<file path="config.mk">
export PLATFORM = sky130hd
export DESIGN_NAME = ascf_framer
export DESIGN_NICKNAME = d
export VERILOG_FILES = /design/src/design/ascf_framer.v /design/src/design/ascf_hexdig.v /design/src/design/ascf_argacc.v
export VERILOG_INCLUDE_DIRS = /design/src /design/src/design
export SDC_FILE = /design/constraint.sdc
export NUM_CORES = 1
export LEC_CHECK = 0
export BUFFER_PORTS_ARGS = -buffer_cell sky130_fd_sc_hd__buf_2
export CORE_MARGIN = 3
export CORE_UTILIZATION = 25
export DETAILED_ROUTE_END_ITERATION = 12
export GPL_TIMING_DRIVEN = 0
export HOLD_SLACK_MARGIN = 0.08
export PLACE_DENSITY_LB_ADDON = 0.2
export SLEW_MARGIN = 5
export SYNTH_ARGS = -nofsm -noshare
export SYNTH_HDL_FRONTEND = slang
export SYNTH_SLANG_ARGS = --single-unit
</file>
<file path="constraint.sdc">
create_clock -name CLK -period 6.59 [get_ports CLK]
set_input_delay 0.3295 -clock CLK [delete_from_list [all_inputs] [get_ports CLK]]
set_output_delay 0.3295 -clock CLK [all_outputs]
set_load 0.02 [all_outputs]
</file>
<file path="src/design/ascf_map.vh">
`ifndef ASCF_MAP_VH
`define ASCF_MAP_VH
// ascii codes
`define ASCF_CH_START 8'h21
`define ASCF_CH_COMMA 8'h2C
`define ASCF_CH_CR 8'h0D
`define ASCF_CH_LF 8'h0A
`define ASCF_CH_COLON 8'h3A
`define ASCF_CH_PRINT_LO 8'h20
`define ASCF_CH_PRINT_HI 8'h7E
`define ASCF_CH_D0 8'h30
`define ASCF_CH_D9 8'h39
`define ASCF_CH_UA 8'h41
`define ASCF_CH_UF 8'h46
`define ASCF_CH_LA 8'h61
`define ASCF_CH_LF_HEX 8'h66
`define ASCF_CH_M 8'h4D
`define ASCF_CH_W 8'h57
// addressing
`define ASCF_ADDR_DEFAULT 8'h11
`define ASCF_ADDR_BCAST 8'h00
// location 118 decimal, compared against the decimal value of the first argument
`define ASCF_MEMORY_WRITE_LOC 16'h0076
`define ASCF_ADDR_LAST_DIG 2'h1
`define ASCF_ADDR_ARG_LEN 8'h02
// limits
`define ASCF_MAX_ARGS 3'h4
`define ASCF_MAX_CMD 2'h2
`endif

</file>
<file path="src/design/ascf_framer.v">
`include "ascf_map.vh"
// Function
// - point-to-point mode: no start char or address, command from first char.
// - multidrop mode: frame starts only on the exclamation start character.
// - carriage return ends frame; pulses execute for a clean addressed frame, frame error for a faulty one.
// - line feeds are dropped and never touch parsing.
// - fields are printable ascii; numbers as text digits.
// - address is two ascii hex digits, 00 through FF accepted.
// - command mnemonic after address comma is one or two chars.
// - up to four comma separated arguments after the mnemonic.
// - after reset the own address is the default 11.
// - broadcast address executes but suppresses any reply.
// - broadcast memory write at location 118 sets new address 01 to FF.
// - after address change frames match the new address.
module ascf_framer #(
   parameter ARG_W = 16
) (
   input wire CLK,
   input wire SYS_RST,
   input wire MULTIDROP,
   input wire RX_VALID,
   input wire [7:0] RX_DATA,
   output reg EXEC,
   output reg REPLY_EN,
   output reg BCAST,
   output reg [15:0] CMD,
   output reg [2:0] ARG_CNT,
   output reg [ARG_W-1:0] FIRST_ARGUMENT,
   output reg [ARG_W-1:0] ARG2,
   output reg [ARG_W-1:0] ARG3,
   output reg [ARG_W-1:0] FOURTH_ARGUMENT,
   output reg FRAME_ERR,
   output reg [7:0] OWN_ADDR,
   output reg ADDR_CHANGED
);
   localparam S_IDLE = 6'b000001;
   localparam S_ADDR = 6'b000010;
   localparam S_ACOM = 6'b000100;
   localparam S_CMD = 6'b001000;
   localparam S_ARG = 6'b010000;
   localparam S_SKIP = 6'b100000;

   reg [5:0] state_reg;
   reg [5:0] state_next;
   reg [7:0] addr_reg;
   reg [1:0] adig_reg;
   reg [15:0] cmd_reg;
   reg [1:0] clen_reg;
   reg [2:0] argi_reg;
   reg bad_reg;
   reg [7:0] own_reg;

   wire is_lf = (RX_DATA == `ASCF_CH_LF);
   wire is_cr = (RX_DATA == `ASCF_CH_CR);
   wire is_comma = (RX_DATA == `ASCF_CH_COMMA);
   wire is_start = (RX_DATA == `ASCF_CH_START);
   wire is_print = (RX_DATA >= `ASCF_CH_PRINT_LO) && (RX_DATA <= `ASCF_CH_PRINT_HI);
   wire ch_in = RX_VALID && !is_lf;

   wire [3:0] anib;
   wire aok;
   ascf_hexdig u_adig (.ch(RX_DATA), .nib(anib), .ok(aok));

   // one accumulator per argument slot
   wire [15:0] acc_dec [0:3];
   wire [15:0] acc_hex [0:3];
   wire [7:0] acc_len [0:3];
   wire frame_open = (state_reg == S_IDLE) && ch_in;
   genvar g;
   generate
      for (g = 0; g < 4; g = g + 1) begin : g_arg
         ascf_argacc u_acc (
            .clk(CLK),
            .clr(SYS_RST || frame_open),
            .en(ch_in && (state_reg == S_ARG) && (argi_reg == g) && !is_comma && !is_cr && is_print),
            .ch(RX_DATA),
            .dec_reg(acc_dec[g]),
            .hex_reg(acc_hex[g]),
            .len_reg(acc_len[g])
         );
      end
   endgenerate

   wire addr_bc = (addr_reg == `ASCF_ADDR_BCAST);
   wire addr_hit = addr_bc || (addr_reg == own_reg);
   wire memory_write_cmd = (cmd_reg == {`ASCF_CH_M, `ASCF_CH_W});
   // memory_write_cmd: first_argument is location, second the new address
   wire memory_write_addr = MULTIDROP && addr_bc && memory_write_cmd && (argi_reg >= 3'h1) &&
                            (acc_dec[0] == `ASCF_MEMORY_WRITE_LOC) && (acc_len[1] == `ASCF_ADDR_ARG_LEN) &&
                            (acc_hex[1][7:0] != `ASCF_ADDR_BCAST);

   always @* begin
      state_next = state_reg;
      case (state_reg)
         S_IDLE: begin
            if (ch_in) begin
               if (MULTIDROP)
                  state_next = is_start ? S_ADDR : S_IDLE;
               else if (is_cr)
                  state_next = S_IDLE;
               else
                  state_next = S_CMD;
            end
         end
         S_ADDR: if (ch_in) state_next = is_cr ? S_IDLE : (adig_reg == `ASCF_ADDR_LAST_DIG ? S_ACOM : S_ADDR);
         S_ACOM: if (ch_in) begin
            // a foreign frame with a clean address is skipped whole, so faults after its comma raise no error; an address fault still ends in an error
            if (is_cr)
               state_next = S_IDLE;
            else if (is_comma && !bad_reg && !addr_hit)
               state_next = S_SKIP;
            else
               state_next = S_CMD;
         end
         S_CMD: if (ch_in) state_next = is_cr ? S_IDLE : (is_comma ? S_ARG : S_CMD);
         S_ARG: if (ch_in) state_next = is_cr ? S_IDLE : S_ARG;
         S_SKIP: if (ch_in && is_cr) state_next = S_IDLE;
         default: state_next = S_IDLE;
      endcase
   end

   always @(posedge CLK) begin
      if (SYS_RST) begin
         state_reg <= S_IDLE;
         addr_reg <= 8'h00;
         adig_reg <= 2'h0;
         cmd_reg <= 16'h0000;
         clen_reg <= 2'h0;
         argi_reg <= 3'h0;
         bad_reg <= 1'b0;
         own_reg <= `ASCF_ADDR_DEFAULT;
         EXEC <= 1'b0;
         REPLY_EN <= 1'b0;
         BCAST <= 1'b0;
         CMD <= 16'h0000;
         ARG_CNT <= 3'h0;
         FIRST_ARGUMENT <= {ARG_W{1'b0}};
         ARG2 <= {ARG_W{1'b0}};
         ARG3 <= {ARG_W{1'b0}};
         FOURTH_ARGUMENT <= {ARG_W{1'b0}};
         FRAME_ERR <= 1'b0;
         OWN_ADDR <= `ASCF_ADDR_DEFAULT;
         ADDR_CHANGED <= 1'b0;
      end else begin
         state_reg <= state_next;
         EXEC <= 1'b0;
         FRAME_ERR <= 1'b0;
         ADDR_CHANGED <= 1'b0;
         OWN_ADDR <= own_reg;
         if (frame_open) begin
            adig_reg <= 2'h0;
            addr_reg <= 8'h00;
            clen_reg <= 2'h0;
            argi_reg <= 3'h0;
            bad_reg <= 1'b0;
            cmd_reg <= 16'h0000;
            if (!MULTIDROP && !is_cr) begin
               cmd_reg <= {8'h00, RX_DATA};
               clen_reg <= 2'h1;
               bad_reg <= !is_print;
            end
         end
         if (ch_in && !is_cr && !is_print && state_reg != S_IDLE)
            bad_reg <= 1'b1;
         case (state_reg)
            S_ADDR: if (ch_in && !is_cr) begin
               addr_reg <= {addr_reg[3:0], anib};
               adig_reg <= adig_reg + 2'h1;
               if (!aok)
                  bad_reg <= 1'b1;
            end
            S_ACOM: if (ch_in && !is_cr && !is_comma) bad_reg <= 1'b1;
            S_CMD: if (ch_in && !is_cr && !is_comma) begin
               if (clen_reg == `ASCF_MAX_CMD)
                  bad_reg <= 1'b1;
               else begin
                  cmd_reg <= {cmd_reg[7:0], RX_DATA};
                  clen_reg <= clen_reg + 2'h1;
               end
            end
            S_ARG: if (ch_in && !is_cr) begin
               // a trailing comma before CR opens no fifth argument; anything after it does
               if (argi_reg == `ASCF_MAX_ARGS)
                  bad_reg <= 1'b1;
               else if (is_comma)
                  argi_reg <= argi_reg + 3'h1;
            end
            default: ;
         endcase
         if (ch_in && is_cr && state_reg != S_IDLE && state_reg != S_SKIP) begin
            if (bad_reg || clen_reg == 2'h0 || (MULTIDROP && state_reg != S_CMD && state_reg != S_ARG))
               FRAME_ERR <= 1'b1;
            else if (!MULTIDROP || addr_hit) begin
               EXEC <= 1'b1;
               BCAST <= MULTIDROP && addr_bc;
               REPLY_EN <= !(MULTIDROP && addr_bc);
               CMD <= cmd_reg;
               if (state_reg != S_ARG)
                  ARG_CNT <= 3'h0;
               else if (argi_reg != `ASCF_MAX_ARGS && acc_len[argi_reg[1:0]] != 8'h00)
                  ARG_CNT <= argi_reg + 3'h1;
               else
                  ARG_CNT <= argi_reg;
               FIRST_ARGUMENT <= acc_dec[0][ARG_W-1:0];
               ARG2 <= acc_dec[1][ARG_W-1:0];
               ARG3 <= acc_dec[2][ARG_W-1:0];
               FOURTH_ARGUMENT <= acc_dec[3][ARG_W-1:0];
               if (memory_write_addr) begin
                  own_reg <= acc_hex[1][7:0];
                  ADDR_CHANGED <= 1'b1;
               end
            end
         end
      end
   end
endmodule

</file>
<file path="src/design/ascf_hexdig.v">
`include "ascf_map.vh"
// one ascii hex digit to nibble, with validity
module ascf_hexdig (
   input wire [7:0] ch,
   output reg [3:0] nib,
   output reg ok
);
   always @* begin
      nib = 4'h0;
      ok = 1'b0;
      if (ch >= `ASCF_CH_D0 && ch <= `ASCF_CH_D9) begin
         nib = ch[3:0];
         ok = 1'b1;
      end else if ((ch >= `ASCF_CH_UA && ch <= `ASCF_CH_UF) ||
                   (ch >= `ASCF_CH_LA && ch <= `ASCF_CH_LF_HEX)) begin
         nib = ch[3:0] + 4'h9;
         ok = 1'b1;
      end
   end
endmodule

</file>
<file path="src/design/ascf_argacc.v">
`include "ascf_map.vh"
// accumulates one argument field as decimal value and as hex value
module ascf_argacc (
   input wire clk,
   input wire clr,
   input wire en,
   input wire [7:0] ch,
   output reg [15:0] dec_reg,
   output reg [15:0] hex_reg,
   output reg [7:0] len_reg
);
   wire [3:0] nib;
   wire ok;
   ascf_hexdig u_dig (.ch(ch), .nib(nib), .ok(ok));
   always @(posedge clk) begin
      if (clr) begin
         dec_reg <= 16'h0000;
         hex_reg <= 16'h0000;
         len_reg <= 8'h00;
      end else if (en) begin
         if (ch >= `ASCF_CH_D0 && ch <= `ASCF_CH_D9)
            dec_reg <= (dec_reg * 16'h000A) + {12'h000, ch[3:0]};
         if (ok)
            hex_reg <= {hex_reg[11:0], nib};
         if (len_reg != 8'hFF)
            len_reg <= len_reg + 8'h01;
      end
   end
endmodule

</file>
==> flow_results.xml <==
<?xml version="1.0" encoding="UTF-8"?>
<metrics>
  <group name="floorplanning">
    <metric name="die_area" unit="sq um">56920</metric>
    <metric name="placement_rows" unit="">84</metric>
    <metric name="core" unit="sq um">53080</metric>
    <metric name="die_x" unit="microns">238.6</metric>
    <metric name="initial_utilization" unit="%">25.48</metric>
    <metric name="io_pins" unit="">108</metric>
    <metric name="fp.dieH" unit="microns">238.6</metric>
  </group>
  <group name="power">
    <metric name="power.leakage" unit="nW">6.525</metric>
    <metric name="p_comb_share" unit="%">9.4</metric>
    <metric name="post-layout-total-power" unit="W">0.003610</metric>
    <metric name="power_density" unit="nW/um^2">225.9</metric>
    <metric name="vdd_drop_max" unit="mV">0.2165</metric>
    <metric name="power.share.sequential" unit="%">42.4</metric>
    <metric name="total_switching_power" unit="W">0.0009428</metric>
    <metric name="netSwitchingFraction" unit="%">26.11</metric>
    <metric name="internal_power" unit="W">0.002667</metric>
    <metric name="p_clk_share" unit="%">48.3</metric>
  </group>
  <group name="cts">
    <metric name="cts.hold.buffers_added" unit="">4</metric>
    <metric name="cts_repair_resize_count" unit="">0</metric>
    <metric name="clkLatencyLatePin" unit="ps">570</metric>
    <metric name="clock_path_buffers" unit="">3</metric>
    <metric name="clock_tree.htree_level_count" unit="">1</metric>
    <metric name="cts_sinks" unit="">246</metric>
    <metric name="cts.reportedPaths.clkPinSlew" unit="ps">60</metric>
    <metric name="cts_root_buffer" unit="">sky130_fd_sc_hd__clkbuf_16</metric>
    <metric name="postCtsSetupBuffers" unit="">0</metric>
    <metric name="cts-buffers-inserted" unit="">29</metric>
    <metric name="tritoncts" unit="">yes</metric>
  </group>
  <group name="sta">
    <metric name="final.setup_skew" unit="ps">23.69</metric>
    <metric name="worst_pin_slew" unit="ps">1052</metric>
    <metric name="slew_headroom" unit="%">29.89</metric>
    <metric name="min_period_over_period" unit="%">53.58</metric>
    <metric name="grt_setup_unrepaired" unit="">false</metric>
    <metric name="final-max-slew-violation-count" unit="">0</metric>
    <metric name="tns" unit="ps">0</metric>
    <metric name="min_period" unit="ps">3531</metric>
    <metric name="report.final.setup_viol" unit="">0</metric>
    <metric name="maxClockFrequency" unit="MHz">283.2</metric>
    <metric name="final-hold-violation-count" unit="">0</metric>
  </group>
  <group name="cells_and_area">
    <metric name="mostFrequentLayoutCells" unit="">273 x sky130_fd_sc_hd__nand2_1, 246 x sky130_fd_sc_hd__dfxtp_1, 166 x sky130_fd_sc_hd__a21oi_1</metric>
    <metric name="largest_register_ff_count" unit="">64</metric>
    <metric name="insertedDiodeCount" unit="">0</metric>
    <metric name="final_layout_size_suffix_gt1_share" unit="%">12.00</metric>
    <metric name="final_common_cell" unit="">sky130_fd_sc_hd__nand2_1</metric>
    <metric name="area_growth_syn_to_layout" unit="%">18.18</metric>
    <metric name="layout.nets" unit="">1891</metric>
    <metric name="nFillCells" unit="">5621</metric>
  </group>
  <group name="routing">
    <metric name="avgRoutedWirePerCell" unit="microns">16.50</metric>
    <metric name="vias_per_cell" unit="">4.759</metric>
    <metric name="dr.pass1.iters" unit="">7</metric>
    <metric name="drt.antenna.violating_nets" unit="">0</metric>
    <metric name="route.vias.total" unit="">11720</metric>
    <metric name="routed_wirelength" unit="mm">40.64</metric>
    <metric name="drt_iter0_drc" unit="">562</metric>
    <metric name="post-route-drc-count" unit="">0</metric>
  </group>
  <group name="synthesis">
    <metric name="syn-cell-area" unit="sq um">13520</metric>
    <metric name="post_synth_inst_count" unit="">1613</metric>
    <metric name="number_of_synthesized_flops_with_an_enable_pin" unit="">0</metric>
    <metric name="ys_seq_elements" unit="">246</metric>
    <metric name="synth_cell_types" unit="">73</metric>
    <metric name="ys_async_sr_fraction" unit="%">0</metric>
    <metric name="synthDominantCellAreaShare" unit="%">36.41</metric>
    <metric name="synth.area.top_cells" unit="">sky130_fd_sc_hd__dfxtp_1 36%, sky130_fd_sc_hd__ha_1 11%, sky130_fd_sc_hd__nand2_1 7.6%, sky130_fd_sc_hd__a21oi_1 6.1%, sky130_fd_sc_hd__nor2_1 4.6%</metric>
    <metric name="yosys_most_used_dff" unit="">sky130_fd_sc_hd__dfxtp_1</metric>
    <metric name="syn-num-nets" unit="">1752</metric>
    <metric name="netlist.top_cell.by_area" unit="">sky130_fd_sc_hd__dfxtp_1</metric>
    <metric name="post_synth.cell_area_avg" unit="sq um">8.385</metric>
    <metric name="yosysWarningCount" unit="">0</metric>
    <metric name="share_of_synthesized_area_occupied_by_flip_flops_and_latches" unit="%">36.41</metric>
  </group>
  <group name="setup_path">
    <metric name="worst_path_largest_cell_delay" unit="ps">720</metric>
    <metric name="timing_worst_setup_path_type" unit="">reg -&gt; reg</metric>
    <metric name="crit_arrival" unit="ps">3950</metric>
    <metric name="startpoint_type" unit="">flop</metric>
    <metric name="number_of_cells_traversed_by_the_worst_register_to_register_path" unit="">9</metric>
    <metric name="critical_path.slowest_cell" unit="">sky130_fd_sc_hd__clkbuf_1</metric>
    <metric name="most_prevalent_standard_cell_on_the_critical_path" unit="">sky130_fd_sc_hd__clkbuf_1</metric>
    <metric name="critical_path.max_fanout" unit="">10</metric>
    <metric name="worst_setup_path_end_kind" unit="">flop</metric>
    <metric name="crit_path_cell_trace" unit="">clkbuf_1 &gt; nor4_1 &gt; nor3b_1 &gt; nand2_1 &gt; nand2b_1 &gt; buf_2 &gt; clkbuf_1 &gt; clkbuf_1 &gt; nor2_1</metric>
    <metric name="worst-endpoint-required" unit="ps">7010</metric>
  </group>
  <group name="global_route">
    <metric name="grt_usage" unit="%">14.04</metric>
    <metric name="grt_pass1_vias" unit="">11660</metric>
    <metric name="grt_max_degree" unit="">15</metric>
    <metric name="first_pass_grt_wire_length" unit="mm">64.27</metric>
    <metric name="grt_antenna_before_repair" unit="">0</metric>
    <metric name="grt_remaining_overflow" unit="">0</metric>
  </group>
  <group name="place">
    <metric name="finalWeightedCongestion" unit="">0.8364</metric>
    <metric name="hpwlAfterDp" unit="mm">30.47</metric>
    <metric name="number_of_input_and_output_port_buffers_inserted" unit="">104</metric>
  </group>
  <group name="run">
    <metric name="cap_viol_max_count" unit="">0</metric>
  </group>
  <group name="status">
    <metric name="outcome" unit="">complete, no violations</metric>
  </group>
  <group name="hold_path">
    <metric name="min_path_type" unit="">in -&gt; reg</metric>
    <metric name="worstHoldPathCells" unit="">2</metric>
  </group>
</metrics>
## through the flow
step	setup WS (ps)	hold slack, ps	cells	area, sq um	util (%)
finish	3059	264.4	2463	15980	30.11
global route	2810	249.0	2463	15980	30.11
CTS	3052	236.9	2463	15980	30.11
detailed placement	2593	442.9	2405	14910	28.08
global placement	2621	440.4	2405	14910	28.08
floorplan	3611	436.7	1613	13520	-
## final cells by class
cell class / count / area [sq um] / share of cell area [%]
buffer: 72 / 344.1 / 2.153
clock buffer: 43 / 868.3 / 5.433
clock inverter: 11 / 168.9 / 1.057
inverter: 40 / 150.1 / 0.9394
multi-input combinational: 1255 / 8105 / 50.71
sequential: 246 / 4925 / 30.81
tap: 688 / 860.8 / 5.386
timing repair buffer: 108 / 560.5 / 3.507
## cells in the mapped netlist, types with 14 or more instances
master and number:
sky130_fd_sc_hd__mux2i_1 19, sky130_fd_sc_hd__o21ai_0 30, sky130_fd_sc_hd__nor2b_1 19, sky130_fd_sc_hd__a21oi_1 166
sky130_fd_sc_hd__nor2_1 165, sky130_fd_sc_hd__a211oi_1 49, sky130_fd_sc_hd__nor3_1 29, sky130_fd_sc_hd__nand2_1 273
sky130_fd_sc_hd__nor4_1 14, sky130_fd_sc_hd__buf_2 14, sky130_fd_sc_hd__xnor2_1 69, sky130_fd_sc_hd__and3_1 19
sky130_fd_sc_hd__nand3_1 45, sky130_fd_sc_hd__ha_1 119, sky130_fd_sc_hd__dfxtp_1 246, sky130_fd_sc_hd__xor2_1 58
sky130_fd_sc_hd__clkbuf_1 43, sky130_fd_sc_hd__inv_1 40
## worst max-delay path, delay by kind of cell, from the launching register on
kind          cells  cell delay (ps)
simple gates      5             1480
flops             1              300
buf+inv           4             1590
## metal layers
layer | part of all wire, % | wire length, microns | up-vias | global-route usage [%]
met2 | 47 | 18950 | 199 | 23.90
li1 | - | - | 5934 | -
met1 | 46 | 18760 | 5540 | 18.23
met5 | 0 | 0 | - | 0
met4 | 2.9 | 1176 | 0 | 4.636
met3 | 4.3 | 1750 | 49 | 2.100
## logic make-up after synthesis
logic type               synth area share, %
AO/OA/AOI/OAI                          15.51
XOR/XNOR                               8.225
adder cells (fa/ha/maj)                12.19
buffers and inverters                  3.654
flip-flops                             36.41
multiplexers                           1.489
AND/OR/NAND/NOR                        22.51
## power by group through the flow
stage          registers, W  logic (W)  clock network (W)
6_report            0.00153   0.000338            0.00174
5_1_grt             0.00153   0.000369            0.00186
4_1_cts             0.00153   0.000340            0.00180
3_5_place_dp        0.00156   0.000337                  0
3_3_place_gp        0.00156   0.000338                  0
2_1_floorplan       0.00155   0.000224                  0
## worst paths after layout
| kind | from | to | slack (ps) |
|---|---|---|---|
| worst max register to register | state_reg[3] | g_arg[1].u_acc.hex_reg[2] | 3060 |
| worst min register to register | ARG2[10] | ARG2[10] | 440 |
| worst max-delay path | state_reg[3] | g_arg[1].u_acc.hex_reg[2] | 3060 |
| worst min-delay path | RX_DATA[1] | cmd_reg[1] | 260 |
No activity file was read; power rests on OpenSTA's default activity.
